<file path="src/bcf_pkg.sv">
package bcf_pkg;
   // --------------------------------------------------------------
   // Sequencer states and request kinds
   // --------------------------------------------------------------
   typedef enum logic [1:0] {
      ST_IDLE = 2'b00,
      ST_T1 = 2'b01,
      ST_T2 = 2'b10
   } bcf_state_t;

   typedef enum logic [2:0] {
      K_MEM = 3'b000,
      K_PREF = 3'b001,
      K_IO = 3'b010,
      K_INTA = 3'b011,
      K_HALT = 3'b100
   } bcf_kind_t;

   typedef enum logic [1:0] {
      SZ32 = 2'b00,
      SZ16 = 2'b01,
      SZ8 = 2'b10
   } bcf_size_t;

   // Request length codes: up to one word, 8 bytes, 16 bytes
   localparam logic [1:0] LEN_WORD = 2'h0;
   localparam logic [1:0] LEN_DWORD = 2'h1;
   localparam logic [1:0] LEN_LINE = 2'h2;
   localparam logic [1:0] WORDS_M1_WORD = 2'h0;
   localparam logic [1:0] WORDS_M1_DWORD = 2'h1;
   localparam logic [1:0] WORDS_M1_LINE = 2'h3;
   localparam logic [3:0] BE_ALL = 4'hf;
   localparam logic [3:0] BE_NONE = 4'h0;

   // --------------------------------------------------------------
   // Register map
   // --------------------------------------------------------------
   localparam int REG_AW = 8;
   localparam logic [7:0] REG_CTRL = 8'h00;
   localparam logic [7:0] REG_STAT = 8'h04;
   localparam logic [7:0] REG_FILLS = 8'h08;
   localparam logic [7:0] REG_BURSTS = 8'h0c;
   localparam int CTRL_CE_BIT = 0;
   localparam int CTRL_PG_BIT = 1;
   localparam int CTRL_PCD_BIT = 2;
   localparam logic [2:0] CTRL_RESET = 3'h0;
   localparam logic [1:0] RESP_OKAY = 2'h0;
   localparam logic [1:0] RESP_SLVERR = 2'h2;

   // Handshake pin group: ready, burst ready, cache enable, two sizes, data
   localparam int DATA_W = 32;
   localparam int HS_W = DATA_W + 5;
   localparam int HS_RDY = 32;
   localparam int HS_BURST_READY_N = 33;
   localparam int HS_KEN = 34;
   localparam int HS_BS8 = 35;
   localparam int HS_SIZE_HALF_WIDE_N = 36;
endpackage : bcf_pkg

</file>
<file path="src/bcf_hs_if.sv">
interface bcf_hs_if #(
   parameter int W = 37
);
   logic [W-1:0] raw;
   logic [W-1:0] sync;
   modport syncer (input raw, output sync);
   modport user (output raw, input sync);
endinterface : bcf_hs_if

</file>
<file path="src/bcf_sync.sv">
module bcf_sync #(
   parameter int W = 37
) (
   input wire logic clk,
   input wire logic rst,
   bcf_hs_if.syncer hs
);
   logic [W-1:0] meta;
   logic [W-1:0] stable;

   // Inactive-high reset value keeps the low-true handshakes idle
   genvar i;
   generate
      for (i = 0; i < W; i++) begin : g_bit
         always_ff @(posedge clk) begin
            if (rst) begin
               meta[i] <= 1'b1;
               stable[i] <= 1'b1;
            end else begin
               meta[i] <= hs.raw[i];
               stable[i] <= meta[i];
            end
         end
      end
   endgenerate

   assign hs.sync = stable;
endmodule : bcf_sync

</file>
<file path="src/bcf_order.sv">
module bcf_order (
   input wire logic [1:0] first_word,
   input wire logic [1:0] index,
   output logic [1:0] word_sel
);
   // burst order
   // Index xor first word gives 0-4-8-c, 4-0-c-8, 8-c-0-4, c-8-4-0
   assign word_sel = first_word ^ index;
endmodule : bcf_order

</file>
<file path="src/bcf_seq.sv">
// How it works
// - Burst data: first item at second clock, then every clock.
// - Writes burst at most one 32-bit word, never several words.
// - Burst writes only while 8- or 16-bit sizing is returned.
// - Every transfer starts with address strobe; last flag inactive shows burst ability.
// - All burst addresses stay within one 16-byte aligned line.
// - Reads that are not line fills burst only the bytes the request needs.
// - Non-burstable cycles treat burst ready as normal ready.
// - Both readies active together: burst ready ignored, normal ending.
// - Last flag inactive until final cycle, active in final cycle.
// - Non-burst cycles begin with address strobe, end on normal ready.
// - Burst reads assert address strobe only in first cycle.
// - Once a line fill is chosen, whole line is fetched regardless of cache enable.
// - Fill data is cached only if cache enable is active in last cycle.
// - Cache enable ignored for writes and I/O; only memory reads fill.
// - Fill needs page cache disable clear, global cache enable, not locked/ack.
// - Fill chosen: last flag inactive, three more self-addressed cycles follow.
// - Word order is first address xor cycle index.
// - Normal ready inside a burst: new cycle with address strobe continues.
module bcf_seq
   import bcf_pkg::*;
(
   input wire logic clk,
   input wire logic rst,
   input wire logic [bcf_pkg::REG_AW-1:0] s_axi_awaddr,
   input wire logic s_axi_awvalid,
   output logic s_axi_awready,
   input wire logic [31:0] s_axi_wdata,
   input wire logic [3:0] s_axi_wstrb,
   input wire logic s_axi_wvalid,
   output logic s_axi_wready,
   output logic [1:0] s_axi_bresp,
   output logic s_axi_bvalid,
   input wire logic s_axi_bready,
   input wire logic [bcf_pkg::REG_AW-1:0] s_axi_araddr,
   input wire logic s_axi_arvalid,
   output logic s_axi_arready,
   output logic [31:0] s_axi_rdata,
   output logic [1:0] s_axi_rresp,
   output logic s_axi_rvalid,
   input wire logic s_axi_rready,
   input wire logic req_valid,
   output logic req_ready,
   input wire logic [31:0] req_addr,
   input wire logic [3:0] req_be,
   input wire logic [1:0] req_len,
   input wire logic req_write,
   input wire bcf_pkg::bcf_kind_t req_kind,
   input wire logic req_locked,
   input wire logic req_pcd,
   input wire logic [31:0] req_wdata,
   output logic rsp_valid,
   output logic [31:0] rsp_addr,
   output logic [31:0] rsp_data,
   output logic rsp_done,
   output logic rsp_cache_fill,
   output logic address_strobe_n,
   output logic [31:2] bus_addr,
   output logic [3:0] byte_en_n,
   output logic write_n,
   output logic last_transfer_flag_n,
   output logic [31:0] data_out,
   output logic data_oe,
   input wire logic [31:0] data_in,
   input wire logic ready_n,
   input wire logic burst_ready_n,
   input wire logic cacheable_input_n,
   input wire logic size_byte_wide_n,
   input wire logic size_half_wide_n
);
   import bcf_pkg::*;

   // ---------------------------------------------------------------
   // Input synchronisation
   // ---------------------------------------------------------------
   bcf_hs_if #(.W(HS_W)) hs ();
   assign hs.raw = {size_half_wide_n, size_byte_wide_n, cacheable_input_n,
                    burst_ready_n, ready_n, data_in};

   bcf_sync #(.W(HS_W)) u_sync (
      .clk(clk),
      .rst(rst),
      .hs(hs)
   );

   logic s_rdy_n, s_burst_ready_n_n, s_ken_n, s_bs8_n, s_size_half_wide_n_n;
   logic [31:0] s_din;
   assign s_rdy_n = hs.sync[HS_RDY];
   assign s_burst_ready_n_n = hs.sync[HS_BURST_READY_N];
   assign s_ken_n = hs.sync[HS_KEN];
   assign s_bs8_n = hs.sync[HS_BS8];
   assign s_size_half_wide_n_n = hs.sync[HS_SIZE_HALF_WIDE_N];
   assign s_din = hs.sync[DATA_W-1:0];

   // Values of the previous clock, used when a ready arrives
   logic d_ken_n, d_bs8_n, d_size_half_wide_n_n;
   always_ff @(posedge clk) begin
      if (rst) begin
         d_ken_n <= 1'b1;
         d_bs8_n <= 1'b1;
         d_size_half_wide_n_n <= 1'b1;
      end else begin
         d_ken_n <= s_ken_n;
         d_bs8_n <= s_bs8_n;
         d_size_half_wide_n_n <= s_size_half_wide_n_n;
      end
   end

   // ---------------------------------------------------------------
   // Helpers
   // ---------------------------------------------------------------
   // Byte sizing wins when both size inputs are active
   function automatic bcf_size_t size_of(input logic bs8_n, input logic size_half_wide_n_n);
      if (!bs8_n) return SZ8;
      else if (!size_half_wide_n_n) return SZ16;
      else return SZ32;
   endfunction : size_of

   function automatic logic [3:0] piece_of(input logic [3:0] rem, input bcf_size_t sz);
      case (sz)
         SZ8: piece_of = rem & (~rem + 4'h1);
         SZ16: piece_of = (rem[1:0] != 2'b00) ? {2'b00, rem[1:0]} : {rem[3:2], 2'b00};
         default: piece_of = rem;
      endcase
   endfunction : piece_of

   // ---------------------------------------------------------------
   // Registers
   // ---------------------------------------------------------------
   logic [2:0] ctrl;
   logic [31:0] fill_cnt, burst_cnt;

   // ---------------------------------------------------------------
   // Transfer state
   // ---------------------------------------------------------------
   bcf_state_t state;
   logic [31:4] line;
   logic [1:0] first_w, widx, words_m1;
   logic [3:0] rem;
   logic [31:0] wbuf, wdat;
   bcf_kind_t kind;
   logic is_wr, can_fill, fill, first_dc;
   logic [1:0] cur_sel, nxt_sel;

   bcf_order u_ord_cur (.first_word(first_w), .index(widx), .word_sel(cur_sel));
   bcf_order u_ord_nxt (.first_word(first_w), .index(widx + 2'd1), .word_sel(nxt_sel));

   logic accept, take, hit_b, burst_cont, fill_now, word_done, xfer_done;
   logic [3:0] pm, rem_left, next_rem;
   logic [1:0] next_widx, last_idx;
   logic [31:0] next_wbuf;
   bcf_size_t szd;

   assign accept = req_valid && req_ready;
   assign szd = size_of(d_bs8_n, d_size_half_wide_n_n);

   always_comb begin
      hit_b = !s_burst_ready_n_n && s_rdy_n;
      take = (state == ST_T2) && (!s_rdy_n || hit_b);
      // no burst for ack/halt; sized writes only
      burst_cont = hit_b && kind != K_INTA && kind != K_HALT && (!is_wr || szd != SZ32);
      // fill latches once chosen; decided from last clock's cache enable
      fill_now = fill || (first_dc && can_fill && !d_ken_n);
      pm = piece_of(rem, szd);
      rem_left = rem & ~pm;
      last_idx = fill_now ? WORDS_M1_LINE : words_m1;
      word_done = (rem_left == BE_NONE) && !(fill_now && first_dc && rem != BE_ALL);
      xfer_done = word_done && (widx == last_idx);
      next_wbuf = wbuf;
      case (szd)
         SZ8: begin
            for (int b = 0; b < 4; b++) begin
               if (pm[b]) next_wbuf[8*b +: 8] = s_din[7:0];
            end
         end
         SZ16: begin
            if (pm[1:0] != 2'b00) next_wbuf[15:0] = s_din[15:0];
            else next_wbuf[31:16] = s_din[15:0];
         end
         default: next_wbuf = s_din;
      endcase
      next_rem = rem;
      next_widx = widx;
      if (take) begin
         if (word_done) begin
            next_rem = BE_ALL;
            next_widx = widx + 2'd1;
         end else if (fill_now && first_dc) begin
            // first fill word is completed as a whole word
            next_rem = BE_ALL & ~pm;
         end else begin
            next_rem = rem_left;
         end
      end
   end

   // Tentative last flag from current inputs, for the cycle that follows
   logic fill_t, last_t;
   logic [3:0] pm_t;
   always_comb begin
      fill_t = fill || (first_dc && can_fill && !s_ken_n && !take);
      if (take) fill_t = fill_now;
      pm_t = piece_of(next_rem, size_of(s_bs8_n, s_size_half_wide_n_n));
      if (fill_t && first_dc && !take) pm_t = BE_NONE;
      last_t = ((next_rem & ~pm_t) == BE_NONE)
               && (next_widx == (fill_t ? WORDS_M1_LINE : words_m1));
   end

   // ---------------------------------------------------------------
   // Sequencer
   // ---------------------------------------------------------------
   always_ff @(posedge clk) begin
      if (rst) begin
         state <= ST_IDLE;
         req_ready <= 1'b0;
         address_strobe_n <= 1'b1;
         last_transfer_flag_n <= 1'b1;
         bus_addr <= '0;
         byte_en_n <= BE_ALL;
         write_n <= 1'b1;
         data_oe <= 1'b0;
         data_out <= '0;
         line <= '0;
         first_w <= 2'd0;
         widx <= 2'd0;
         words_m1 <= WORDS_M1_WORD;
         rem <= BE_NONE;
         wdat <= '0;
         kind <= K_MEM;
         is_wr <= 1'b0;
         can_fill <= 1'b0;
         fill <= 1'b0;
         first_dc <= 1'b0;
      end else begin
         req_ready <= (state == ST_IDLE) && !accept;
         rem <= next_rem;
         widx <= next_widx;
         // flag tracks the final cycle; inactive while more may follow
         last_transfer_flag_n <= !last_t;
         case (state)
            ST_IDLE: begin
               if (accept) begin
                  // each cycle opens with the strobe
                  state <= ST_T1;
                  address_strobe_n <= 1'b0;
                  line <= req_addr[31:4];
                  first_w <= req_addr[3:2];
                  bus_addr <= req_addr[31:2];
                  byte_en_n <= ~req_be;
                  rem <= req_be;
                  widx <= 2'd0;
                  write_n <= !req_write;
                  data_oe <= req_write;
                  data_out <= req_wdata;
                  wdat <= req_wdata;
                  kind <= req_kind;
                  is_wr <= req_write;
                  // writes never span words; reads only what is asked
                  words_m1 <= (req_write || req_len == LEN_WORD) ? WORDS_M1_WORD :
                              (req_len == LEN_DWORD) ? WORDS_M1_DWORD : WORDS_M1_LINE;
                  can_fill <= !req_write && (req_kind == K_MEM || req_kind == K_PREF)
                              && !req_locked && ctrl[CTRL_CE_BIT]
                              && !(ctrl[CTRL_PG_BIT] ? req_pcd : ctrl[CTRL_PCD_BIT]);
                  fill <= 1'b0;
                  first_dc <= 1'b1;
               end
            end
            ST_T1: begin
               // ready ignored in the first clock
               state <= ST_T2;
               address_strobe_n <= 1'b1;
            end
            default: begin
               if (take) begin
                  first_dc <= 1'b0;
                  fill <= fill_now;
                  if (xfer_done) begin
                     state <= ST_IDLE;
                     data_oe <= 1'b0;
                     write_n <= 1'b1;
                  end else if (burst_cont) begin
                     // burst continues without a new strobe
                     state <= ST_T2;
                  end else begin
                     // normal ready: fresh cycle for the rest
                     state <= ST_T1;
                     address_strobe_n <= 1'b0;
                  end
                  bus_addr <= {line, word_done ? nxt_sel : cur_sel};
                  byte_en_n <= ~next_rem;
                  // Lanes below a sized piece mirror its bytes for narrow ports
                  data_out[15:0] <= (next_rem[1:0] != 2'b00) ? wdat[15:0] : wdat[31:16];
                  for (int b = 0; b < 4; b++) begin
                     if (next_rem[b] && (next_rem & ((4'h1 << b) - 4'h1)) == BE_NONE)
                        data_out[7:0] <= wdat[8*b +: 8];
                  end
               end
            end
         endcase
      end
   end

   // ---------------------------------------------------------------
   // Answers to the core
   // ---------------------------------------------------------------
   always_ff @(posedge clk) begin
      if (rst) begin
         wbuf <= '0;
         rsp_valid <= 1'b0;
         rsp_addr <= '0;
         rsp_data <= '0;
         rsp_done <= 1'b0;
         rsp_cache_fill <= 1'b0;
      end else begin
         rsp_valid <= 1'b0;
         rsp_done <= 1'b0;
         rsp_cache_fill <= 1'b0;
         if (take) begin
            wbuf <= word_done ? '0 : next_wbuf;
            if (word_done && !is_wr) begin
               rsp_valid <= 1'b1;
               rsp_addr <= {line, cur_sel, 2'b00};
               rsp_data <= next_wbuf;
            end
            if (xfer_done) begin
               rsp_done <= 1'b1;
               // cache only with enable seen at the last cycle
               rsp_cache_fill <= fill_now && !d_ken_n;
            end
         end
      end
   end

   // ---------------------------------------------------------------
   // Register bus
   // ---------------------------------------------------------------
   logic aw_got, w_got;
   logic [REG_AW-1:0] aw_a;
   logic [31:0] w_d;
   logic [3:0] w_s;

   function automatic logic [31:0] reg_read(input logic [REG_AW-1:0] a);
      if (a == REG_CTRL) return {29'h0, ctrl};
      else if (a == REG_STAT) return {26'h0, can_fill, fill, is_wr, first_dc, state};
      else if (a == REG_FILLS) return fill_cnt;
      else return burst_cnt;
   endfunction : reg_read

   function automatic logic reg_hit(input logic [REG_AW-1:0] a);
      return a == REG_CTRL || a == REG_STAT || a == REG_FILLS || a == REG_BURSTS;
   endfunction : reg_hit

   always_ff @(posedge clk) begin
      if (rst) begin
         s_axi_awready <= 1'b1;
         s_axi_wready <= 1'b1;
         s_axi_bvalid <= 1'b0;
         s_axi_bresp <= RESP_OKAY;
         aw_got <= 1'b0;
         w_got <= 1'b0;
         aw_a <= '0;
         w_d <= '0;
         w_s <= 4'h0;
         ctrl <= CTRL_RESET;
      end else begin
         if (s_axi_awvalid && s_axi_awready) begin
            aw_got <= 1'b1;
            aw_a <= s_axi_awaddr;
            s_axi_awready <= 1'b0;
         end
         if (s_axi_wvalid && s_axi_wready) begin
            w_got <= 1'b1;
            w_d <= s_axi_wdata;
            w_s <= s_axi_wstrb;
            s_axi_wready <= 1'b0;
         end
         if (aw_got && w_got && !s_axi_bvalid) begin
            aw_got <= 1'b0;
            w_got <= 1'b0;
            s_axi_bvalid <= 1'b1;
            s_axi_bresp <= reg_hit(aw_a) ? RESP_OKAY : RESP_SLVERR;
            if (aw_a == REG_CTRL && w_s[0]) ctrl <= w_d[2:0];
         end
         if (s_axi_bvalid && s_axi_bready) begin
            s_axi_bvalid <= 1'b0;
            s_axi_awready <= 1'b1;
            s_axi_wready <= 1'b1;
         end
      end
   end

   always_ff @(posedge clk) begin
      if (rst) begin
         s_axi_arready <= 1'b1;
         s_axi_rvalid <= 1'b0;
         s_axi_rdata <= '0;
         s_axi_rresp <= RESP_OKAY;
      end else if (s_axi_arvalid && s_axi_arready) begin
         s_axi_arready <= 1'b0;
         s_axi_rvalid <= 1'b1;
         s_axi_rdata <= reg_hit(s_axi_araddr) ? reg_read(s_axi_araddr) : '0;
         s_axi_rresp <= reg_hit(s_axi_araddr) ? RESP_OKAY : RESP_SLVERR;
      end else if (s_axi_rvalid && s_axi_rready) begin
         s_axi_rvalid <= 1'b0;
         s_axi_arready <= 1'b1;
      end
   end

   // Event counters for software
   always_ff @(posedge clk) begin
      if (rst) begin
         fill_cnt <= '0;
         burst_cnt <= '0;
      end else begin
         if (take && xfer_done && fill_now && !d_ken_n) fill_cnt <= fill_cnt + 32'h1;
         if (take && !xfer_done && burst_cont) burst_cnt <= burst_cnt + 32'h1;
      end
   end
endmodule : bcf_seq

</file>
<file path="config.mk">
export PLATFORM = sky130hd
export DESIGN_NAME = bcf_seq
export DESIGN_NICKNAME = d
export VERILOG_FILES = /design/src/bcf_pkg.sv /design/src/bcf_hs_if.sv /design/src/bcf_sync.sv /design/src/bcf_order.sv /design/src/bcf_seq.sv
export SDC_FILE = /design/constraint.sdc
export NUM_CORES = 1
export LEC_CHECK = 0
export BUFFER_PORTS_ARGS = -buffer_cell sky130_fd_sc_hd__buf_2
export CAP_MARGIN = 20
export CORE_ASPECT_RATIO = 0.8
export CORE_MARGIN = 4
export CORE_UTILIZATION = 50
export CTS_CLUSTER_SIZE = 20
export DETAILED_ROUTE_END_ITERATION = 7
export GPL_TIMING_DRIVEN = 0
export PLACE_DENSITY_LB_ADDON = 0.12
export SYNTH_ARGS = -nofsm -noshare
export SYNTH_HDL_FRONTEND = slang
export SYNTH_SLANG_ARGS = --single-unit
</file>
<file path="constraint.sdc">
create_clock -name clk -period 2.7 [get_ports clk]
set_input_delay 0 -clock clk [delete_from_list [all_inputs] [get_ports clk]]
set_output_delay 0 -clock clk [all_outputs]
set_load 0.02 [all_outputs]
</file>
==> results.toml <==
[setup_path]
r2r_slack_ns = 0.08
worstPathRequired_ns = 3.18
worstSetupPathType = "reg -> reg"
arrival_ns = 3.10
cp_max_fo = 7
critPathBufInv = 2
slowest_stage = "or4_4"
worstSetupStartpointType = "flop"
max_stage_delay_ns = 0.43
worstRegToRegCells = 9
cp_cell_sequence = "and3b_1, buf_6, or4_4, a22oi_4, and4_4, nand4_4, buf_4, or3_1, a21oi_1"
cp-end-kind = "flop"
reg2reg_to = "fill_cnt[23]"
crit_family = "simple AND/OR/NAND/NOR gates"
timing.rr.start = "can_fill"

[synthesis]
postSynthCellCount = 2049
synth_area_per_cell_um2 = 8.450
ys_warn_count = 0
yosysTopAreaCell = "dfxtp_1"
synth_top_area_share_pct = 49.49
synth_area_leaders = "dfxtp_1 (49%), nand2_1 (7.9%), nor2_1 (5.3%)"
ys_types = 72
ys.flop_type = "dfxtp_1"
synth_area_um2 = 17310
synth_seq_cells = 428
synth-edff-count = 0
ys_seq_area_share_pct = 49.49
synth-async-reset-ratio_pct = 0

[power]
total_power_mw = 14.48
p_seq_share_pct = 46.2
p_clk_share_pct = 42.7
p_leak_nw = 9.318
ir_worst_vdd_v = 0.0004264
swShare_pct = 25.40
p_comb_share_pct = 11.1
powerDensity_nw_per_um2 = 635.7
p_sw_mw = 3.679
p_int_mw = 10.80

[worst_hold_path]
hp-start = "s_axi_araddr[0]"
hold_depth = 6
hold_end = "s_axi_rdata[5]"
min_path_type = "in -> reg"

[global_route]
grt_pass1_wl_um = 89280
grt_pass1_vias = 16410
antenna_found_initial = 2
grt_usage_pct = 29.46
grt_overflow = 0
grt_max_degree = 15

[placed_design]
gp_congestion = 0.9162
dpl.cell_count = 2827
numPortBuffers = 310
dpl.hpwl_um = 41160

[sta]
hold_ws_ns = -0.01888
max_freq_mhz = 381.0
worst_clock_skew_ns = 0.01666
finalMaxSlewViolations = 0
period_needed_ns = 2.624
slew_headroom_pct = 36.63
worst_slew_pin_slew_ns = 0.9505
rsz0062_at_grt = "yes"
final-hold-violation-count = 5
period_share_pct = 97.20
timing.setup.tns_ns = 0
finalSetupViolations = 0

[clocking]
clk_pin_slew_ns = 0.06
clk_path_buf_depth = 3
cts_tree = "done"
cts_buffers = 43
cts-root-buf = "clkbuf_16"
clock-sinks = 428
clk_latency_ns = 0.57
htree_levels = 2

[run_status]
violations = "negative hold slack"
run_status = "finished, violations left"

[detailed_routing]
drtIter0Drc = 1569
firstDrtPassIters = 6
vias = 17110
routedWlPerCell_um = 18.95
viasPerCell = 5.574
ant_nets = 0
wirelength_um = 58190
drcViolationCount = 0

[final_layout]
drive_gt1_share_pct = 23.40
finalCoreUtilization_pct = 67.28
seqCellArea_um2 = 8579
multi_input_area_um2 = 8158
area_growth_pct = 31.57
nets = 2745
final_common_cell = "dfxtp_1"
fin_cells = 3070
final_cell_mix = "dfxtp_1 (423), nand2_1 (366), buf_2 (321)"
nFillCells = 2862

[floorplan]
io_pins = 352
design.core.area_um2 = 33860
die_area_um2 = 37690
dieHeight_um = 174.4
dieWidth_um = 216.1
start_util_pct = 51.14
rows = 60

[job]
drv_cap = 0
==> worst min-delay path, stage by stage <==
cell and delay, ns:
buf_2 0.08, nor2_1 0.04, nand3_1 0.07, nor2_2 0.10, a22oi_1 0.15, nor2_1 0.05
==> metal layers <==
layer | share of wire [%] | track usage, %
met1 | 42 | 39.66
met2 | 45 | 47.39
met3 | 8.8 | 5.453
met4 | 3.9 | 11.20
met5 | 0.022 | 0
==> cell type report <==
class | count | area share [%]
sequential | 428 | 37.66
buffer | 161 | 3.394
tap | 465 | 2.554
multi-input combinational | 1442 | 35.81
antenna | 2 | 0.02197
timing repair buffer | 477 | 13.88
clock inverter | 15 | 0.8513
clock buffer | 63 | 5.542
inverter | 17 | 0.2801
==> cell usage after synthesis, types with 14 or more instances <==
library cell and n:
a211oi_1 18, a21oi_1 180, a22oi_1 60, a311oi_1 30
and3_1 16, buf_1 15, buf_2 15, buf_4 24
clkbuf_1 110, dfxtp_1 428, inv_1 16, mux2_2 26
mux2i_1 34, nand2_1 366, nand2b_1 14, nand3_1 50
nor2_1 244, nor3_1 38, o21ai_0 31, o21ai_1 18
o22ai_1 29, or2_2 81, or3_1 25, xnor2_1 23
xor2_1 24
==> kinds of logic (layout without fill, tap and decap cells) <==
| group | Yosys count | after routing | share of synthesized area [%] |
|---|---|---|---|
| DFF | 428 | 428 | 49.49 |
| buffers and inverters | 182 | 733 | 4.618 |
| adders and majority gates | 2 | 2 | 0.1445 |
| xor gates and xnor gates | 47 | 47 | 2.377 |
| and+or+nand+nor | 894 | 894 | 23.41 |
| muxes | 65 | 65 | 4.177 |
| other | 1 | 6 | 0.02166 |
| AOI/OAI and AO/OA | 430 | 430 | 15.76 |
==> timing repair <==
action	in CTS	in global routing
gates cloned	0	0
setup buffers	11	14
endpoints found under the hold margin	183	0
resized for setup	42	33
endpoints found under the setup margin	162	170
hold buffers	143	0
pin swaps	3	7
==> sequential cells by signal (all words and copies together), names as in the netlist, 4 cells and up <==
signal	count
u_sync.meta	37
rsp_addr	30
s_axi_rdata	32
u_sync.hs.sync	37
byte_en_n	4
bus_addr	30
data_out	32
aw_a	8
rsp_data	32
wbuf	32
fill_cnt	32
rem	4
wdat	16
burst_cnt	32
line	28
==> metrics by stage <==
stage / instance area [µm²] / setup slack (ns)
floorplan: 17330 / 0.2806
global placement: 19460 / -0.6082
detailed placement: 19460 / -0.6762
CTS: 22580 / -0.02977
global route: 22780 / -0.02250
finish: 22780 / 0.07561
==> power groups by stage <==
stage	registers, mW	logic, mW	clock network [mW]
floorplan	6.89	0.750	0
global placement	6.82	1.35	0
detailed placement	6.82	1.38	0
CTS	6.69	1.56	6.24
global route	6.71	1.74	6.50
finish	6.69	1.61	6.18
==> worst max path at each step <==
stage,startpoint,endpoint,slack (ns),cells after the start
4_1_cts,first_dc,fill_cnt[27],-0.03,11
5_1_grt,state[1],burst_cnt[29],-0.02,9
2_1_floorplan,d_ken_n,fill_cnt[21],0.28,9
3_5_place_dp,d_size_half_wide_n_n,burst_cnt[18],-0.68,9
3_3_place_gp,d_size_half_wide_n_n,burst_cnt[30],-0.61,9
6_report,can_fill,fill_cnt[23],0.08,9
Note: power is estimated with default switching activity, not from simulation.
